`config.mk`:
```
export PLATFORM = sky130hd
export DESIGN_NAME = chc_regs
export DESIGN_NICKNAME = d
export VERILOG_FILES = /design/src/verilog/chc_pkg.sv /design/src/verilog/chc_tick.sv /design/src/verilog/chc_regs.sv
export SDC_FILE = /design/constraint.sdc
export NUM_CORES = 1
export LEC_CHECK = 0
export BUFFER_PORTS_ARGS = -buffer_cell sky130_fd_sc_hd__buf_4
export CAP_MARGIN = 15
export CORE_MARGIN = 10
export CORE_UTILIZATION = 35
export CTS_BUF_LIST = sky130_fd_sc_hd__clkbuf_4
export CTS_CLUSTER_SIZE = 20
export DETAILED_ROUTE_END_ITERATION = 8
export SYNTH_ARGS = -nofsm -noshare
export SYNTH_HDL_FRONTEND = slang
export SYNTH_HIERARCHICAL = 1
export SYNTH_SLANG_ARGS = --single-unit
export TNS_END_PERCENT = 5
```
`constraint.sdc`:
```
create_clock -name clock -period 10.1 [get_ports clock]
set_clock_uncertainty 0.05 [all_clocks]
set_input_delay 1.01 -clock clock [delete_from_list [all_inputs] [get_ports clock]]
set_output_delay 1.01 -clock clock [all_outputs]
set_load 0.01 [all_outputs]
```
`src/verilog/chc_pkg.sv`:
```
package chc_pkg;

    // register offsets
    localparam logic [7:0] ADDR_TERM_TIMER   = 8'h05;
    localparam logic [7:0] ADDR_INPUT_BOOST  = 8'h06;
    localparam logic [7:0] ADDR_DETECT_SWCH  = 8'h07;

    // reset values
    localparam logic [7:0] RST_TERM_TIMER    = 8'h9f;
    localparam logic [7:0] RST_INPUT_BOOST   = 8'he6;
    localparam logic [7:0] RST_DETECT_SWCH   = 8'h4c;

    // bits reloaded on watchdog expiry
    localparam logic [7:0] WDM_TERM_TIMER    = 8'hff;
    localparam logic [7:0] WDM_INPUT_BOOST   = 8'h00;
    localparam logic [7:0] WDM_DETECT_SWCH   = 8'hd4;

    // field positions, termination_timer_thermal_control
    localparam int TERM_EN_BIT    = 7;
    localparam int WDT_LSB        = 4;
    localparam int TIMER_EN_BIT   = 3;
    localparam int TIMER_LONG_BIT = 2;
    localparam int THERMAL_BIT    = 1;
    localparam int COOL_BIT       = 0;
    // input_boost_voltage_limits
    localparam int OVP_LSB        = 6;
    localparam int BOOST_LSB      = 4;
    localparam int VLIM_LSB       = 0;
    // detection_and_battery_switch_control
    localparam int DETECT_BIT     = 7;
    localparam int HALF_BIT       = 6;
    localparam int SW_DIS_BIT     = 5;
    localparam int WARM_BIT       = 4;
    localparam int SW_DLY_BIT     = 3;
    localparam int SW_RST_BIT     = 2;
    localparam int TRACK_LSB      = 0;

    // timing
    localparam int CLOCK_PERIOD_NS   = 4;
    localparam int TICK_PERIOD_NS    = 1000000;
    localparam int CYCLES_PER_TICK   = TICK_PERIOD_NS / CLOCK_PERIOD_NS;
    localparam int TICKS_PER_SECOND  = 1000;
    localparam int WDT_BASE_S        = 40;
    localparam int SHIP_DELAY_MS     = 12500;
    localparam int SAFETY_SHORT_H    = 5;
    localparam int SAFETY_LONG_H     = 10;
    localparam int SECONDS_PER_HOUR  = 3600;
    localparam int MS_PER_SECOND     = 1000;

    // analog settings
    localparam logic [7:0]  THERM_LOW_C    = 8'h50;
    localparam logic [7:0]  THERM_HIGH_C   = 8'h78;
    localparam logic [6:0]  COOL_PCT_HALF  = 7'h32;
    localparam logic [6:0]  COOL_PCT_FIFTH = 7'h14;
    localparam logic [15:0] WARM_CAP_MV    = 16'h1004;
    localparam logic [15:0] VLIM_BASE_MV   = 16'h0f3c;
    localparam logic [15:0] VLIM_STEP_MV   = 16'h0064;

    typedef struct packed {
        logic supply_present;
        logic detect_done;
        logic charging;
        logic power_limited;
        logic cool_band;
        logic thermal_reg;
    } chc_sense_type;

    typedef struct packed {
        logic        term_enable;
        logic [7:0]  wdt_seconds;
        logic [7:0]  thermal_c;
        logic [6:0]  cool_pct;
        logic [15:0] ovp_mv;
        logic [15:0] boost_mv;
        logic [15:0] input_limit_mv;
        logic [15:0] warm_voltage_mv;
        logic        switch_reset_enable;
    } chc_cfg_type;

    function automatic logic [15:0] ovp_mv(input logic [1:0] code);
        case (code)
            2'h0:    ovp_mv = 16'h157c;
            2'h1:    ovp_mv = 16'h1964;
            2'h2:    ovp_mv = 16'h2904;
            default: ovp_mv = 16'h36b0;
        endcase
    endfunction

    function automatic logic [15:0] boost_mv(input logic [1:0] code);
        case (code)
            2'h0:    boost_mv = 16'h12f2;
            2'h1:    boost_mv = 16'h1388;
            2'h2:    boost_mv = 16'h141e;
            default: boost_mv = 16'h14b4;
        endcase
    endfunction

    function automatic logic [15:0] track_mv(input logic [1:0] code);
        case (code)
            2'h1:    track_mv = 16'h00c8;
            2'h2:    track_mv = 16'h00fa;
            2'h3:    track_mv = 16'h012c;
            default: track_mv = 16'h0000;
        endcase
    endfunction

endpackage

```
`src/verilog/chc_tick.sv`:
```
`timescale 1ns/1ns
module chc_tick
    import chc_pkg::*;
#(
    parameter int CYCLES = CYCLES_PER_TICK
) (
    input  wire logic clock,
    input  wire logic reset_n,
    output logic      tick
);
    if (CYCLES < 2) begin : g_bad_cycles
        $error("chc_tick: CYCLES must be at least 2");
    end

    typedef struct packed {
        logic [31:0] count;
        logic        tick;
    } chc_tick_state_type;

    chc_tick_state_type st_r;
    chc_tick_state_type st_nxt;

    always_comb begin
        st_nxt = st_r;
        st_nxt.tick = 1'b0;
        if (st_r.count == 32'(CYCLES - 1)) begin
            st_nxt.count = 32'h0;
            st_nxt.tick = 1'b1;
        end else begin
            st_nxt.count = st_r.count + 32'h1;
        end
    end

    always_ff @(posedge clock or negedge reset_n) begin
        if (!reset_n) begin
            st_r <= '0;
        end else begin
            st_r <= st_nxt;
        end
    end

    assign tick = st_r.tick;
endmodule

```
`src/verilog/chc_regs.sv`:
```
`timescale 1ns/1ns
module chc_regs
    import chc_pkg::*;
#(
    parameter int CYCLES_PER_MS = CYCLES_PER_TICK,
    parameter int TICKS_PER_SEC = TICKS_PER_SECOND
) (
    input  wire logic          clock,
    input  wire logic          reset_n,
    input  wire logic [7:0]    reg_addr,
    input  wire logic [7:0]    reg_wdata,
    input  wire logic          reg_write,
    output logic      [7:0]    reg_rdata,
    input  wire logic          register_reset,
    input  wire logic          watchdog_kick,
    input  wire chc_sense_type sense,
    input  wire logic [15:0]   battery_mv,
    input  wire logic [15:0]   programmed_charge_voltage_mv,
    output chc_cfg_type        cfg,
    output logic               current_detect_request,
    output logic               battery_switch_off,
    output logic               safety_timer_expired,
    output logic               watchdog_expired
);
    // counters are sized for at most 1000 ticks per second
    if (TICKS_PER_SEC < 1 || TICKS_PER_SEC > 1000) begin : g_bad_tps
        $error("chc_regs: TICKS_PER_SEC must be 1..1000");
    end

    localparam int WDT_TICKS  = WDT_BASE_S * TICKS_PER_SEC;
    localparam int SHIP_RAW   = SHIP_DELAY_MS * TICKS_PER_SEC / MS_PER_SECOND;
    localparam int SHIP_TICKS = (SHIP_RAW < 1) ? 1 : SHIP_RAW;
    // safety timer counts half ticks so the slow rate is a plain add of one
    localparam logic [27:0] SAFE_SHORT_LIM =
        28'(SAFETY_SHORT_H * SECONDS_PER_HOUR * TICKS_PER_SEC * 2);
    localparam logic [27:0] SAFE_LONG_LIM =
        28'(SAFETY_LONG_H * SECONDS_PER_HOUR * TICKS_PER_SEC * 2);

    typedef struct packed {
        logic [7:0]    term_timer;
        logic [7:0]    input_boost;
        logic [7:0]    detect_swch;
        chc_sense_type sync1;
        chc_sense_type sync2;
        logic [17:0]   wdt_cnt;
        logic          wdt_expired;
        logic [13:0]   ship_cnt;
        logic          switch_off;
        logic [27:0]   safe_cnt;
        logic          safe_expired;
        logic [7:0]    rdata;
        chc_cfg_type   cfg;
        logic          detect_req;
    } chc_state_type;

    chc_state_type st_r;
    chc_state_type st_nxt;
    logic          tick;

    chc_tick #(
        .CYCLES (CYCLES_PER_MS)
    ) u_tick (
        .clock   (clock),
        .reset_n (reset_n),
        .tick    (tick)
    );

    function automatic logic [17:0] wdt_limit(input logic [1:0] code);
        case (code)
            2'h1:    wdt_limit = 18'(WDT_TICKS);
            2'h2:    wdt_limit = 18'(WDT_TICKS * 2);
            2'h3:    wdt_limit = 18'(WDT_TICKS * 4);
            default: wdt_limit = 18'h0;
        endcase
    endfunction

    function automatic logic [7:0] wdt_seconds(input logic [1:0] code);
        case (code)
            2'h1:    wdt_seconds = 8'(WDT_BASE_S);
            2'h2:    wdt_seconds = 8'(WDT_BASE_S * 2);
            2'h3:    wdt_seconds = 8'(WDT_BASE_S * 4);
            default: wdt_seconds = 8'h0;
        endcase
    endfunction

    logic [1:0]  wdt_code;
    logic [17:0] wdt_lim;
    logic        wdt_fire;
    logic        slow;
    logic [27:0] safe_lim;
    logic [27:0] safe_step;
    logic        timer_run;
    logic [15:0] vlim_prog;
    logic [15:0] vlim_track;

    always_comb begin
        st_nxt = st_r;
        wdt_code = st_r.term_timer[WDT_LSB +: 2];
        wdt_lim = wdt_limit(wdt_code);
        wdt_fire = 1'b0;
        slow = 1'b0;
        safe_lim = SAFE_LONG_LIM;
        safe_step = 28'h2;
        timer_run = 1'b0;
        vlim_prog = 16'h0;
        vlim_track = 16'h0;

        st_nxt.sync1 = sense;
        st_nxt.sync2 = st_r.sync1;

        // host writes; any write also refreshes the watchdog
        if (reg_write) begin
            case (reg_addr)
                ADDR_TERM_TIMER:  st_nxt.term_timer = reg_wdata;
                ADDR_INPUT_BOOST: st_nxt.input_boost = reg_wdata;
                ADDR_DETECT_SWCH: st_nxt.detect_swch = reg_wdata;
                default: ;
            endcase
        end

        // detection done clears the bit unless the host sets it this cycle
        if (st_r.sync2.detect_done && st_r.detect_swch[DETECT_BIT] &&
            !(reg_write && reg_addr == ADDR_DETECT_SWCH && reg_wdata[DETECT_BIT])) begin
            st_nxt.detect_swch[DETECT_BIT] = 1'b0;
        end

        // watchdog: 00 disables, else 40/80/160 s
        if (wdt_code == 2'h0 || watchdog_kick || reg_write) begin
            st_nxt.wdt_cnt = 18'h0;
        end else if (tick) begin
            if (st_r.wdt_cnt + 18'h1 >= wdt_lim) begin
                wdt_fire = 1'b1;
                st_nxt.wdt_cnt = 18'h0;
            end else begin
                st_nxt.wdt_cnt = st_r.wdt_cnt + 18'h1;
            end
        end
        if (wdt_fire) begin
            st_nxt.wdt_expired = 1'b1;
            // limits, boost, switch disable, delay and tracking survive expiry
            st_nxt.term_timer = (st_nxt.term_timer & ~WDM_TERM_TIMER) |
                                (RST_TERM_TIMER & WDM_TERM_TIMER);
            st_nxt.input_boost = (st_nxt.input_boost & ~WDM_INPUT_BOOST) |
                                 (RST_INPUT_BOOST & WDM_INPUT_BOOST);
            st_nxt.detect_swch = (st_nxt.detect_swch & ~WDM_DETECT_SWCH) |
                                 (RST_DETECT_SWCH & WDM_DETECT_SWCH);
        end else if (watchdog_kick || reg_write) begin
            st_nxt.wdt_expired = 1'b0;
        end

        // safety timer over precharge and fast charge
        timer_run = st_r.term_timer[TIMER_EN_BIT] && st_r.sync2.charging;
        safe_lim = st_r.term_timer[TIMER_LONG_BIT] ? SAFE_LONG_LIM
                                                   : SAFE_SHORT_LIM;
        slow = st_r.detect_swch[HALF_BIT] &&
               (st_r.sync2.power_limited || st_r.sync2.cool_band ||
                st_r.sync2.thermal_reg);
        safe_step = slow ? 28'h1 : 28'h2;
        if (!timer_run) begin
            st_nxt.safe_cnt = 28'h0;
            st_nxt.safe_expired = 1'b0;
        end else if (tick && !st_r.safe_expired) begin
            if (st_r.safe_cnt + safe_step >= safe_lim) begin
                st_nxt.safe_expired = 1'b1;
            end
            st_nxt.safe_cnt = st_r.safe_cnt + safe_step;
        end

        // battery switch turn-off, immediate or after the shipping delay
        if (!st_r.detect_swch[SW_DIS_BIT]) begin
            st_nxt.ship_cnt = 14'h0;
            st_nxt.switch_off = 1'b0;
        end else if (!st_r.detect_swch[SW_DLY_BIT]) begin
            st_nxt.switch_off = 1'b1;
        end else if (tick && !st_r.switch_off) begin
            if (st_r.ship_cnt + 14'h1 >= 14'(SHIP_TICKS)) begin
                st_nxt.switch_off = 1'b1;
            end
            st_nxt.ship_cnt = st_r.ship_cnt + 14'h1;
        end

        // register reset beats every other update this cycle
        if (register_reset) begin
            st_nxt.term_timer = RST_TERM_TIMER;
            st_nxt.input_boost = RST_INPUT_BOOST;
            st_nxt.detect_swch = RST_DETECT_SWCH;
            st_nxt.safe_cnt = 28'h0;
            st_nxt.safe_expired = 1'b0;
            st_nxt.wdt_cnt = 18'h0;
            st_nxt.wdt_expired = 1'b0;
            st_nxt.ship_cnt = 14'h0;
            st_nxt.switch_off = 1'b0;
        end

        // read data, unmapped offsets read zero
        case (reg_addr)
            ADDR_TERM_TIMER:  st_nxt.rdata = st_r.term_timer;
            ADDR_INPUT_BOOST: st_nxt.rdata = st_r.input_boost;
            ADDR_DETECT_SWCH: st_nxt.rdata = st_r.detect_swch;
            default:          st_nxt.rdata = 8'h00;
        endcase

        // decoded settings for the analog loops
        st_nxt.cfg.term_enable = st_r.term_timer[TERM_EN_BIT];
        st_nxt.cfg.wdt_seconds = wdt_seconds(wdt_code);
        st_nxt.cfg.thermal_c = st_r.term_timer[THERMAL_BIT] ? THERM_HIGH_C
                                                            : THERM_LOW_C;
        st_nxt.cfg.cool_pct = st_r.term_timer[COOL_BIT] ? COOL_PCT_FIFTH
                                                        : COOL_PCT_HALF;
        st_nxt.cfg.ovp_mv = ovp_mv(st_r.input_boost[OVP_LSB +: 2]);
        st_nxt.cfg.boost_mv = boost_mv(st_r.input_boost[BOOST_LSB +: 2]);
        vlim_prog = VLIM_BASE_MV +
                    16'(st_r.input_boost[VLIM_LSB +: 4]) * VLIM_STEP_MV;
        // tracking disabled leaves the programmed limit alone
        vlim_track = (st_r.detect_swch[TRACK_LSB +: 2] == 2'h0) ? 16'h0 :
                     battery_mv + track_mv(st_r.detect_swch[TRACK_LSB +: 2]);
        st_nxt.cfg.input_limit_mv = (vlim_track > vlim_prog) ? vlim_track
                                                             : vlim_prog;
        if (st_r.detect_swch[WARM_BIT]) begin
            st_nxt.cfg.warm_voltage_mv = programmed_charge_voltage_mv;
        end else begin
            st_nxt.cfg.warm_voltage_mv =
                (programmed_charge_voltage_mv < WARM_CAP_MV) ?
                programmed_charge_voltage_mv : WARM_CAP_MV;
        end
        st_nxt.cfg.switch_reset_enable = st_r.detect_swch[SW_RST_BIT];
        st_nxt.detect_req = st_r.detect_swch[DETECT_BIT] &&
                            st_r.sync2.supply_present;
    end

    always_ff @(posedge clock or negedge reset_n) begin
        if (!reset_n) begin
            st_r <= '0;
            st_r.term_timer <= RST_TERM_TIMER;
            st_r.input_boost <= RST_INPUT_BOOST;
            st_r.detect_swch <= RST_DETECT_SWCH;
        end else begin
            st_r <= st_nxt;
        end
    end

    assign reg_rdata = st_r.rdata;
    assign cfg = st_r.cfg;
    assign current_detect_request = st_r.detect_req;
    assign battery_switch_off = st_r.switch_off;
    assign safety_timer_expired = st_r.safe_expired;
    assign watchdog_expired = st_r.wdt_expired;
endmodule

```
# Yosys cells after proc, flatten, opt, wreduce, memory -nomap -nowiden
# Index checks and enable logic that the tools add are counted.
# W data, S select, Z words.
# classes
addsub	6
mul	1
n_lt_le_gt_ge	5
eq_ne	20
muxes	40
reduce_logical	34
# op_table
op	n
$mux W24	3
$mux W16	4
$mux W63	1
$mux W29	2
$mux W18	3
$pmux W18 S3	1
$pmux W8 S3	2
$pmux W14 S3	1
$pmux W11 S3	1
$add A32 B1 Y32 const B	1
$eq A32 B18 Y1 const B	1
$mux W32	1
$mux W15	2
$add A28 B2 Y28	1
$ge A28 B27 Y1	1
$mux W27	1
$pmux W9 S3	1
$eq A8 B3 Y1 const B	3
$mux W8	3
$add A18 B1 Y18 const B	1
$ge A18 B18 Y1	1
$add A16 B16 Y16	1
$gt A16 B13 Y1	1
$lt A16 B13 Y1 const B	1
20 further kinds	68
# totals
reg_bits	228
in_bits	59
out_inout_bits	101
wordCells	142

# Depth between registers and ports, before layout
# Gate-level depths: netlist of the first run.
# logic_depth
word_depth	10
ltp_mapped	21
ltp_nobuf	20

# Cells and area by module
# Netlist of the first run, hierarchy kept.
# by_module_without_submodules
module	instances	cells_each	area_each_um2	seq_area_each_um2
chc_regs	1	1068	10131.0	4196.5
chc_tick	1	152	1596.5	825.8

# Least setup slack after synthesis of the first run
# No wires, ideal clock.
# synth_path
path_kind	input to register
start	input battery_mv[1]
end	register st_r (netlist bit cfg[22])
setup_ps	138
t_arrival_ps	4325
path_slack_ps	5586
cell_stages	19
path_buffers	1
path_cell_list	ha_1 > inv_1 > fa_1 > nand2b_1 > a21oi_1 > o21ai_0 > a211oi_1 > nand2_1 > xor2_1 > nor2_1 > ha_1 > and3_1 > a221oi_1 > nand2_1 > o21a_1 > a2bb2oi_1 > o31ai_1 > clkbuf_1 > mux2i_1
# synth_rtl
element	line	text
start: declaration	chc_regs.sv:17	input wire logic [15:0] battery_mv,
end signal: assignment	chc_regs.sv:238	st_r <= st_nxt;
end: declaration	chc_regs.sv:56	chc_state_type st_r;

==> report_table.html, run 1 <==
<table>
<tr><th>Metric</th><th>Value</th></tr>
<tr><th colspan="2">Synth</th></tr>
<tr><td>Multiplexer area fraction after synthesis</td><td>1.472%</td></tr>
<tr><td>Netlist area before placement</td><td>0.01173 sq mm</td></tr>
<tr><td>Part of the Yosys area used for sequential elements</td><td>42.83%</td></tr>
<tr><td>Synthesis-stage register bit count</td><td>200</td></tr>
<tr><td>Async S/R FF share, synth</td><td>100.0%</td></tr>
<tr><td>Cell types with the highest counts after synthesis</td><td>dfrtp_1, nand2_1, nor2_1, buf_4, ha_1</td></tr>
<tr><td>Number of cells produced by synthesis</td><td>1220</td></tr>
<tr><td>Number of enable flip-flop cells after synthesis</td><td>0</td></tr>
<tr><td>Area leader, netlist</td><td>dfrtp_1</td></tr>
<tr><td>Synth unique cells</td><td>74</td></tr>
<tr><td>Most common cell in the netlist</td><td>dfrtp_1</td></tr>
<tr><td>Synthesized-area fraction occupied by ao, oa, aoi and oai cells</td><td>8.983%</td></tr>
<tr><td>Post-synthesis adder-cell area fraction</td><td>9.367%</td></tr>
<tr><td>Combinational family with the most area after synthesis</td><td>simple AND/OR/NAND/NOR gates</td></tr>
<tr><td>Average size of a mapped cell</td><td>9.613 sq um</td></tr>
<tr><td>Total of warnings raised by yosys</td><td>6</td></tr>
<tr><td>Leading cell types by total area after synthesis</td><td>dfrtp_1, ha_1, buf_4</td></tr>
<tr><td>Synth Area in Simple Gates</td><td>20.13%</td></tr>
<tr><td>Share of the synthesized netlist area taken by xor and xnor gates</td><td>8.066%</td></tr>
<tr><td>Leading register cell type out of synthesis</td><td>dfrtp_1</td></tr>
<tr><td>Top cell type's share of synthesized area</td><td>39.69%</td></tr>
<tr><th colspan="2">Power</th></tr>
<tr><td>Net switching power</td><td>0.3628 mW</td></tr>
<tr><td>Combinational group share of total power</td><td>5.4%</td></tr>
<tr><td>Total leakage power</td><td>5.903 nW</td></tr>
<tr><td>Power density over the cells</td><td>105.0 mW/mm^2</td></tr>
<tr><td>Largest voltage drop on the vdd net</td><td>0.00006124 V</td></tr>
<tr><td>Internal Pwr Total</td><td>0.9952 mW</td></tr>
<tr><td>Clock network fraction of design power</td><td>35.1%</td></tr>
<tr><td>Switching Fraction</td><td>26.72%</td></tr>
<tr><td>Sequential fraction of design power</td><td>59.5%</td></tr>
<tr><th colspan="2">Layout</th></tr>
<tr><td>Final instance area</td><td>0.01293 sq mm</td></tr>
<tr><td>Final nets</td><td>1421</td></tr>
<tr><td>Final core area utilization</td><td>39.45%</td></tr>
<tr><td>Synth-to-layout area growth</td><td>10.29%</td></tr>
<tr><td>Share of final-layout standard cells stronger than drive strength 1</td><td>16.83%</td></tr>
<tr><td>Fill cell instance count of the final layout</td><td>3286</td></tr>
<tr><th colspan="2">Routing</th></tr>
<tr><td>DRC</td><td>0</td></tr>
<tr><td>Average vias per placed instance</td><td>4.856</td></tr>
<tr><td>Detailed router's first-iteration violation count</td><td>488</td></tr>
<tr><td>Average wire length per cell after detail routing</td><td>15.27 um</td></tr>
<tr><td>Antenna-violating nets left</td><td>0</td></tr>
<tr><td>Vias post-DR</td><td>8410</td></tr>
<tr><td>Sum of routed wire length over all layers</td><td>26.45 mm</td></tr>
<tr><td>Detailed-router iteration count before antenna repair</td><td>5</td></tr>
<tr><th colspan="2">Hold path</th></tr>
<tr><td>Class of the most critical hold timing path</td><td>reg2reg</td></tr>
<tr><td>Number of cells on the worst hold path</td><td>0</td></tr>
<tr><th colspan="2">Worst setup path</th></tr>
<tr><td>Worst Setup End Kind</td><td>flip-flop</td></tr>
<tr><td>Worst-case reg-to-reg path depth</td><td>19</td></tr>
<tr><td>Cell with the largest stage delay on the worst path</td><td>ha_1</td></tr>
<tr><td>Sort of element at the start of the critical path</td><td>flip-flop</td></tr>
<tr><td>Crit path max-delay family</td><td>compound AO/OA/AOI/OAI gates</td></tr>
<tr><td>Worst Setup Path Type</td><td>reg2reg</td></tr>
<tr><td>Peak per-stage delay on the critical path</td><td>0.63 ns</td></tr>
<tr><td>Max Fanout on Critical Path</td><td>21</td></tr>
<tr><td>Arrival time at the worst endpoint</td><td>5.48 ns</td></tr>
<tr><td>Most used cell along the critical path</td><td>ha_1</td></tr>
<tr><td>Data required time at the worst endpoint</td><td>10.52 ns</td></tr>
<tr><td>Total stage count of the critical path</td><td>19</td></tr>
<tr><td>Cell-by-cell trace of the critical path</td><td>inv_1 &gt; ha_1 &gt; inv_1 &gt; ha_1 &gt; nand2b_1 &gt; a21oi_1 &gt; o21ai_0 &gt; a211oi_1 &gt; nand2_1 &gt; xor2_1 &gt; nor2_1 &gt; ha_1 &gt; and3_1 &gt; a221oi_1 &gt; nand2_1 &gt; o21a_1 &gt; a2bb2oi_1 &gt; o2111a_1 &gt; o32ai_1</td></tr>
<tr><td>Buffering stage count on the worst path with inverters included</td><td>2</td></tr>
<tr><th colspan="2">Die</th></tr>
<tr><td>Count of boundary I/O pins</td><td>160</td></tr>
<tr><td>Core area</td><td>0.03278 sq mm</td></tr>
<tr><td>Horizontal extent of the die</td><td>203.1 um</td></tr>
<tr><td>Row count</td><td>66</td></tr>
<tr><td>Effective utilization at floorplan</td><td>35.77%</td></tr>
<tr><td>Height of the die</td><td>203.1 um</td></tr>
<tr><td>Die outline area</td><td>0.04123 sq mm</td></tr>
<tr><th colspan="2">STA</th></tr>
<tr><td>Period utilisation layout</td><td>50.14%</td></tr>
<tr><td>Setup TNS</td><td>0 ns</td></tr>
<tr><td>Worst Max-Slew Pin Slew</td><td>1.052 ns</td></tr>
<tr><td>Minimum clock period</td><td>5.064 ns</td></tr>
<tr><td>Max-slew violation total from the final report</td><td>0</td></tr>
<tr><td>Max-slew headroom at the worst pin</td><td>29.73%</td></tr>
<tr><td>Final Hold Vio Count</td><td>0</td></tr>
<tr><td>Setup repair after global routing missed its margin</td><td>no</td></tr>
<tr><td>Top achievable clock speed</td><td>197.5 MHz</td></tr>
<tr><td>Final setup vio count</td><td>0</td></tr>
<tr><th colspan="2">Clock network</th></tr>
<tr><td>Total number of H-tree levels</td><td>4</td></tr>
<tr><td>Clock sink count</td><td>200</td></tr>
<tr><td>Hold-fix buffer count after cts</td><td>0</td></tr>
<tr><td>CTS tree</td><td>built</td></tr>
<tr><td>Number of instances resized during post-cts repair</td><td>0</td></tr>
<tr><td>TritonCTS Buffers</td><td>17</td></tr>
<tr><td>Max clock buf depth</td><td>2</td></tr>
<tr><td>Number of post-CTS setup repair buffers</td><td>0</td></tr>
<tr><td>Clock latency at the later pin of the worst-skew pair</td><td>0.62 ns</td></tr>
<tr><td>Clock Pin Slew Worst Setup and Hold Paths</td><td>0.17 ns</td></tr>
<tr><td>Cell at the root of the clock tree</td><td>clkbuf_4</td></tr>
<tr><th colspan="2">Run</th></tr>
<tr><td>Max cap viols</td><td>0</td></tr>
<tr><th colspan="2">GRT</th></tr>
<tr><td>Antenna violations before repair</td><td>1</td></tr>
<tr><td>Largest net degree at the start of global routing</td><td>125</td></tr>
<tr><td>Gr usage total</td><td>12.68%</td></tr>
<tr><td>Number of global-route vias before repair</td><td>8355</td></tr>
<tr><td>Wire length of the first global-routing pass</td><td>43.37 mm</td></tr>
<tr><td>Grt ovf</td><td>0</td></tr>
<tr><th colspan="2">Placement</th></tr>
<tr><td>Final weighted congestion in routability-driven placement</td><td>0.8215</td></tr>
<tr><td>Placed Instance Area</td><td>0.01260 sq mm</td></tr>
<tr><td>Quantity of I/O buffers inserted on ports</td><td>140</td></tr>
<tr><td>DP HPWL</td><td>19.89 mm</td></tr>
<tr><th colspan="2">Status</th></tr>
<tr><td>Status</td><td>finished clean</td></tr>
</table>
==> power groups by stage <==
stage | logic, mW | registers (mW) | clock network [mW]
2_1_floorplan | 0.0342 | 0.822 | 0
3_5_place_dp | 0.0752 | 0.822 | 0
6_report | 0.0735 | 0.808 | 0.477
4_1_cts | 0.0754 | 0.808 | 0.499
5_1_grt | 0.0829 | 0.809 | 0.526
3_3_place_gp | 0.0745 | 0.822 | 0
==> flip-flops by register name, indices dropped and copies added (netlist names) <==
| name | cells |
|---|---|
| u_tick/tick | 1 |
| cfg | 59 |
| st_nxt | 8 |
| safety_timer_expired | 1 |
| u_tick/st_r | 32 |
| current_detect_request | 1 |
| st_r | 88 |
| watchdog_expired | 1 |
| battery_switch_off | 1 |
| reg_rdata | 8 |
==> cell type report <==
type	instances	area [sq um]	area share, %
tap	442	553.0	4.276
sequential	200	5022	38.83
timing repair buffer	147	1110	8.581
clock buffer	17	127.6	0.9867
inverter	56	210.2	1.625
clock inverter	15	201.4	1.558
antenna	1	2.502	0.01935
multi-input combinational	854	5707	44.12
==> logic make-up (layout without fill, tap and decap cells) <==
| kind of cell | after synthesis | count (layout) |
|---|---|---|
| adders and majority gates | 86 | 86 |
| muxes | 17 | 17 |
| other | 2 | 21 |
| and+or+nand+nor | 461 | 461 |
| DFF | 200 | 200 |
| AOI/OAI and AO/OA | 162 | 162 |
| buffers and inverters | 184 | 235 |
| xor gates and xnor gates | 108 | 108 |
==> routing by layer <==
layer  up-vias  share of wire, %  global-route usage [%]
met5         -                 0                       0
met1      4076                46                   15.98
li1       4183                 -                       -
met4         0               1.2                   3.570
met3        17               4.4                   2.977
met2       134                48                   21.23
==> through the flow <==
stage | hold WS [ns] | instances | total power, mW | setup WS, ns
after floorplan | 0.2812 | 1238 | 0.8559 | 5.586
after global placement | 0.2831 | 1699 | 0.8966 | 5.178
after detailed placement | 0.2918 | 1699 | 0.8976 | 5.052
after CTS | 0.3274 | 1731 | 1.382 | 5.039
after global routing | 0.3354 | 1732 | 1.418 | 4.530
final | 0.3181 | 1732 | 1.358 | 5.036
==> final timing paths <==
check | to | startpoint | slack [ns]
max reg2reg | cfg[20] | st_r[174] | 5.04
max in group asynchronous | cfg[21] | reset_n | 7.94
min in group asynchronous | u_tick/st_r[30] | reset_n | 0.49
max | cfg[20] | st_r[174] | 5.04
min reg2reg | st_r[162] | st_nxt[162] | 0.32
min | st_r[162] | st_nxt[162] | 0.32
==> worst register-to-register path: stages (launching register included) <==
cell and delay (ns):
dfrtp_1 0.46, inv_1 0.08, ha_1 0.63, inv_1 0.26, ha_1 0.42, nand2b_1 0.10
a21oi_1 0.16, o21ai_0 0.18, a211oi_1 0.40, nand2_1 0.12, xor2_1 0.18, nor2_1 0.07
ha_1 0.34, and3_1 0.20, a221oi_1 0.32, nand2_1 0.09, o21a_1 0.10, a2bb2oi_1 0.21
o2111a_1 0.43, o32ai_1 0.14
==> cells in the final DEF (no fill, tap or decap), types with 8 or more instances in the layout <==
master	synthesis	layout
dfrtp_1	186	186
buf_4	97	146
nand2_1	112	112
nor2_1	112	112
ha_1	83	83
xnor2_1	60	60
inv_1	56	56
nand3_1	48	48
xor2_1	48	48
o21ai_0	46	46
a21oi_1	36	36
nor3_1	26	26
nand4_1	24	24
nor2b_1	21	21
conb_1	2	20
or3_1	18	18
clkbuf_4	0	17
mux2i_1	15	15
nor4_1	14	14
dfstp_2	14	14
nand2b_1	12	12
and2_1	10	10
a211oi_1	10	10
or2_2	9	9
a22oi_1	9	9
a21o_1	9	9
and3_1	8	8
No activity file was read; power rests on OpenSTA's default activity.
==> run 2: changes to the inputs <==
--- a/config.mk
+++ b/config.mk
@@ -5,6 +5,7 @@
 export SDC_FILE = /design/constraint.sdc
 export NUM_CORES = 1
 export LEC_CHECK = 0
+export ABC_AREA = 1
 export BUFFER_PORTS_ARGS = -buffer_cell sky130_fd_sc_hd__buf_4
 export CAP_MARGIN = 15
 export CORE_MARGIN = 10
==> constraint.sdc (replaced) <==
create_clock -name clock -period 5.1 [get_ports clock]
set_clock_uncertainty 0.05 [all_clocks]
set_input_delay 0.51 -clock clock [delete_from_list [all_inputs] [get_ports clock]]
set_output_delay 0.51 -clock clock [all_outputs]
set_load 0.01 [all_outputs]
==> report_table.html, run 2 <==
<table>
<tr><th>Metric</th><th>Value</th></tr>
<tr><th colspan="2">Routing</th></tr>
<tr><td>DRC</td><td>0 (unchanged)</td></tr>
<tr><td>Detailed router's first-iteration violation count</td><td>559 (was 488)</td></tr>
<tr><td>Vias post-DR</td><td>9686 (was 8410)</td></tr>
<tr><td>Average vias per placed instance</td><td>4.582 (was 4.856)</td></tr>
<tr><td>Sum of routed wire length over all layers</td><td>29.45 mm (was 26.45 mm)</td></tr>
<tr><td>Antenna-violating nets left</td><td>0 (unchanged)</td></tr>
<tr><td>Detailed-router iteration count before antenna repair</td><td>5 (unchanged)</td></tr>
<tr><td>Average wire length per cell after detail routing</td><td>13.93 um (was 15.27 um)</td></tr>
<tr><th colspan="2">Layout</th></tr>
<tr><td>Number of flip-flops in the largest register</td><td>88 (unchanged)</td></tr>
<tr><td>Final nets</td><td>1790 (was 1421)</td></tr>
<tr><td>Final core area utilization</td><td>39.88% (was 39.45%)</td></tr>
<tr><td>Leading cell types in the layout, fill and taps excluded</td><td>nand2_1, inv_1, dfrtp_1 (was dfrtp_1, buf_4, nand2_1, nor2_1, ha_1)</td></tr>
<tr><td>Register with the most flip-flops</td><td>st_r (unchanged)</td></tr>
<tr><td>Synth-to-layout area growth</td><td>12.44% (was 10.29%)</td></tr>
<tr><td>Most common cell after layout, fill and taps aside</td><td>nand2_1 (was dfrtp_1)</td></tr>
<tr><td>Fill cell instance count of the final layout</td><td>3517 (was 3286)</td></tr>
<tr><td>Share of final-layout standard cells stronger than drive strength 1</td><td>13.57% (was 16.83%)</td></tr>
<tr><th colspan="2">Worst setup path</th></tr>
<tr><td>Worst Setup End Kind</td><td>flip-flop (unchanged)</td></tr>
<tr><td>Crit path max-delay family</td><td>simple AND/OR/NAND/NOR gates (was compound AO/OA/AOI/OAI gates)</td></tr>
<tr><td>Arrival time at the worst endpoint</td><td>4.88 ns (was 5.48 ns)</td></tr>
<tr><td>Total stage count of the critical path</td><td>21 (was 19)</td></tr>
<tr><td>Sort of element at the start of the critical path</td><td>flip-flop (unchanged)</td></tr>
<tr><td>Worst-case reg-to-reg path depth</td><td>21 (was 19)</td></tr>
<tr><td>Cell with the largest stage delay on the worst path</td><td>dfstp_2 (was ha_1)</td></tr>
<tr><td>Buffering stage count on the worst path with inverters included</td><td>3 (was 2)</td></tr>
<tr><td>Cell-by-cell trace of the critical path</td><td>inv_1 &gt; ha_1 &gt; ha_1 &gt; fa_1 &gt; xnor2_1 &gt; nand3_1 &gt; nor2_1 &gt; inv_1 &gt; nand2_1 &gt; inv_1 &gt; ha_1 &gt; nand2_1 &gt; nor2_1 &gt; a211oi_1 &gt; nand2_1 &gt; a21o_1 &gt; nand2_1 &gt; nand3_1 &gt; nor2_1 &gt; nand2_1 &gt; nand2_1 (was inv_1 &gt; ha_1 &gt; inv_1 &gt; ha_1 &gt; nand2b_1 &gt; a21oi_1 &gt; o21ai_0 &gt; a211oi_1 &gt; nand2_1 &gt; xor2_1 &gt; nor2_1 &gt; ha_1 &gt; and3_1 &gt; a221oi_1 &gt; nand2_1 &gt; o21a_1 &gt; a2bb2oi_1 &gt; o2111a_1 &gt; o32ai_1)</td></tr>
<tr><td>Data required time at the worst endpoint</td><td>5.64 ns (was 10.52 ns)</td></tr>
<tr><td>Most used cell along the critical path</td><td>nand2_1 (was ha_1)</td></tr>
<tr><td>Worst Setup Path Type</td><td>reg2reg (unchanged)</td></tr>
<tr><td>Peak per-stage delay on the critical path</td><td>0.58 ns (was 0.63 ns)</td></tr>
<tr><td>Max Fanout on Critical Path</td><td>11 (was 21)</td></tr>
<tr><th colspan="2">Synth</th></tr>
<tr><td>Number of cells produced by synthesis</td><td>1549 (was 1220)</td></tr>
<tr><td>Netlist area before placement</td><td>0.01225 sq mm (was 0.01173 sq mm)</td></tr>
<tr><td>Area leader, netlist</td><td>dfrtp_1 (unchanged)</td></tr>
<tr><td>Async S/R FF share, synth</td><td>100.0% (unchanged)</td></tr>
<tr><td>Leading cell types by total area after synthesis</td><td>dfrtp_1, nand2_1, ha_1 (was dfrtp_1, ha_1, buf_4)</td></tr>
<tr><td>Cell types with the highest counts after synthesis</td><td>nand2_1, inv_1, dfrtp_1, nor2_1, buf_4 (was dfrtp_1, nand2_1, nor2_1, buf_4, ha_1)</td></tr>
<tr><td>Leading register cell type out of synthesis</td><td>dfrtp_1 (unchanged)</td></tr>
<tr><td>Total of warnings raised by yosys</td><td>6 (unchanged)</td></tr>
<tr><td>Average size of a mapped cell</td><td>7.910 sq um (was 9.613 sq um)</td></tr>
<tr><td>Top cell type's share of synthesized area</td><td>37.99% (was 39.69%)</td></tr>
<tr><td>Synthesis-stage register bit count</td><td>200 (unchanged)</td></tr>
<tr><td>Number of enable flip-flop cells after synthesis</td><td>0 (unchanged)</td></tr>
<tr><td>Part of the Yosys area used for sequential elements</td><td>40.99% (was 42.83%)</td></tr>
<tr><td>Synth unique cells</td><td>51 (was 74)</td></tr>
<tr><td>Most common cell in the netlist</td><td>nand2_1 (was dfrtp_1)</td></tr>
<tr><th colspan="2">Status</th></tr>
<tr><td>Status</td><td>finished clean (unchanged)</td></tr>
<tr><th colspan="2">STA</th></tr>
<tr><td>Worst Max-Slew Pin Slew</td><td>0.8468 ns (was 1.052 ns)</td></tr>
<tr><td>Max-slew violation total from the final report</td><td>0 (unchanged)</td></tr>
<tr><td>Final Hold Vio Count</td><td>0 (unchanged)</td></tr>
<tr><td>Setup TNS</td><td>0 ns (unchanged)</td></tr>
<tr><td>Hold WS</td><td>0.06546 ns (was 0.3181 ns)</td></tr>
<tr><td>Slack of the critical path</td><td>0.7580 ns (was 5.036 ns)</td></tr>
<tr><td>Setup repair after global routing missed its margin</td><td>no (unchanged)</td></tr>
<tr><td>Max-slew headroom at the worst pin</td><td>43.55% (was 29.73%)</td></tr>
<tr><td>Period utilisation layout</td><td>85.14% (was 50.14%)</td></tr>
<tr><td>Minimum clock period</td><td>4.342 ns (was 5.064 ns)</td></tr>
<tr><td>Top achievable clock speed</td><td>230.3 MHz (was 197.5 MHz)</td></tr>
<tr><td>Final setup vio count</td><td>0 (unchanged)</td></tr>
<tr><th colspan="2">Clock network</th></tr>
<tr><td>Hold-fix buffer count after cts</td><td>24 (was 0)</td></tr>
<tr><td>Total number of H-tree levels</td><td>4 (unchanged)</td></tr>
<tr><td>TritonCTS Buffers</td><td>17 (unchanged)</td></tr>
<tr><td>Clock sink count</td><td>200 (unchanged)</td></tr>
<tr><td>CTS tree</td><td>built (unchanged)</td></tr>
<tr><td>Max clock buf depth</td><td>2 (unchanged)</td></tr>
<tr><td>Clock Pin Slew Worst Setup and Hold Paths</td><td>0.18 ns (was 0.17 ns)</td></tr>
<tr><td>Number of instances resized during post-cts repair</td><td>0 (unchanged)</td></tr>
<tr><td>Cell at the root of the clock tree</td><td>clkbuf_4 (unchanged)</td></tr>
<tr><td>Clock latency at the later pin of the worst-skew pair</td><td>0.67 ns (was 0.62 ns)</td></tr>
<tr><td>Number of post-CTS setup repair buffers</td><td>0 (unchanged)</td></tr>
<tr><th colspan="2">Die</th></tr>
<tr><td>Effective utilization at floorplan</td><td>35.47% (was 35.77%)</td></tr>
<tr><td>Row count</td><td>68 (was 66)</td></tr>
<tr><td>Height of the die</td><td>207.1 um (was 203.1 um)</td></tr>
<tr><td>Core area</td><td>0.03454 sq mm (was 0.03278 sq mm)</td></tr>
<tr><td>Die outline area</td><td>0.04289 sq mm (was 0.04123 sq mm)</td></tr>
<tr><td>Horizontal extent of the die</td><td>207.1 um (was 203.1 um)</td></tr>
<tr><td>Count of boundary I/O pins</td><td>160 (unchanged)</td></tr>
<tr><th colspan="2">Placement</th></tr>
<tr><td>DP HPWL</td><td>23.05 mm (was 19.89 mm)</td></tr>
<tr><td>Final weighted congestion in routability-driven placement</td><td>0.8751 (was 0.8215)</td></tr>
<tr><td>Quantity of I/O buffers inserted on ports</td><td>140 (unchanged)</td></tr>
<tr><td>Post-Place Worst Slack</td><td>0.8380 ns (was 5.052 ns)</td></tr>
<tr><th colspan="2">GRT</th></tr>
<tr><td>Grt ovf</td><td>0 (unchanged)</td></tr>
<tr><td>Largest net degree at the start of global routing</td><td>103 (was 125)</td></tr>
<tr><td>Number of global-route vias before repair</td><td>9586 (was 8355)</td></tr>
<tr><td>Antenna violations before repair</td><td>1 (unchanged)</td></tr>
<tr><td>Wire length of the first global-routing pass</td><td>49.26 mm (was 43.37 mm)</td></tr>
<tr><td>Gr usage total</td><td>13.75% (was 12.68%)</td></tr>
<tr><th colspan="2">Hold path</th></tr>
<tr><td>Class of the most critical hold timing path</td><td>in2reg (was reg2reg)</td></tr>
<tr><td>Number of cells on the worst hold path</td><td>3 (was 0)</td></tr>
<tr><th colspan="2">Power</th></tr>
<tr><td>Total leakage power</td><td>7.110 nW (was 5.903 nW)</td></tr>
<tr><td>Largest voltage drop on the vdd net</td><td>0.0001491 V (was 0.00006124 V)</td></tr>
<tr><td>Power density over the cells</td><td>216.6 mW/mm^2 (was 105.0 mW/mm^2)</td></tr>
<tr><th colspan="2">Run</th></tr>
<tr><td>Max cap viols</td><td>0 (unchanged)</td></tr>
</table>
[run 2: cell types whose count changed in the layout (fill, tap and decap cells not counted), moves of 13 or more]
| cell | change |
|---|---|
| nor2b_1 | -21 |
| nor3_1 | -17 |
| inv_1 | +206 |
| nand2_1 | +253 |
| dlygate4sd3_1 | +25 |
| mux2i_1 | -15 |
| nand3_1 | +19 |
| or3_1 | -18 |
| o22ai_1 | +34 |
| xnor2_1 | -55 |
| o21ai_0 | +13 |
| nor2_1 | +41 |
[run 2: layout make-up]
type,count,area [sq um],share of cell area (%)
Antenna cell,1,2.502,0.01816
Clock buffer,17,127.6,0.9263
Clock inverter,15,209.0,1.517
Inverter,265,996.0,7.229
Multi-Input combinational cell,993,5508,39.98
Sequential cell,200,5022,36.45
Tap cell,455,569.3,4.132
Timing Repair Buffer,168,1343,9.745
[run 2: final timing paths]
path / end / slack, ns / from
max in group asynchronous: st_r[104] / 3.64 / reset_n
worst max-delay path: cfg[20] / 0.76 / st_r[182]
worst min-delay path: cfg[17] / 0.07 / battery_mv[0]
min in group asynchronous: st_r[157] / 0.37 / reset_n
worst min register to register: st_r[166] / 0.30 / st_nxt[166]
worst max register to register: cfg[20] / 0.76 / st_r[182]
[run 2: power by group]
| part | switching [mW] | internal, mW |
|---|---|---|
| Clock | 0.687 | 0.251 |
| Sequential | 0.0162 | 1.63 |
| Combinational | 0.246 | 0.157 |
| Total | 0.949 | 2.04 |
[run 2: kinds of logic after synthesis]
| kind of cell | share of synthesized area, % |
|---|---|
| AO/OA/AOI/OAI | 8.302 |
| adder cells (fa/ha/maj) | 8.966 |
| XOR/XNOR | 3.717 |
| buffers and inverters | 14.61 |
| flip-flops | 40.99 |
| AND/OR/NAND/NOR | 23.35 |
| other | 0.06129 |
[run 2: worst reg2reg max path: stages, from the launching register on]
cell	delay, ns
dfstp_2	0.58
inv_1	0.10
ha_1	0.34
ha_1	0.24
fa_1	0.42
xnor2_1	0.34
nand3_1	0.15
nor2_1	0.18
inv_1	0.08
nand2_1	0.08
inv_1	0.05
ha_1	0.26
nand2_1	0.08
nor2_1	0.05
a211oi_1	0.19
nand2_1	0.08
a21o_1	0.17
nand2_1	0.07
nand3_1	0.07
nor2_1	0.52
nand2_1	0.13
nand2_1	0.09
[run 2: per-stage QoR]
step | area, sq um | cells | total power [mW]
2_1_floorplan | 12320 | 1567 | 1.930
3_3_place_gp | 13190 | 2056 | 2.062
3_5_place_dp | 13190 | 2056 | 2.065
4_1_cts | 13760 | 2112 | 3.037
5_1_grt | 13780 | 2114 | 3.144
6_report | 13780 | 2114 | 2.985
[run 2: per-layer routing]
metal | wire length, um | GRT usage [%]
met5 | 0 | 0
met2 | 14010 | 22.52
met4 | 354 | 3.864
met3 | 1030 | 2.226
met1 | 14050 | 18.31
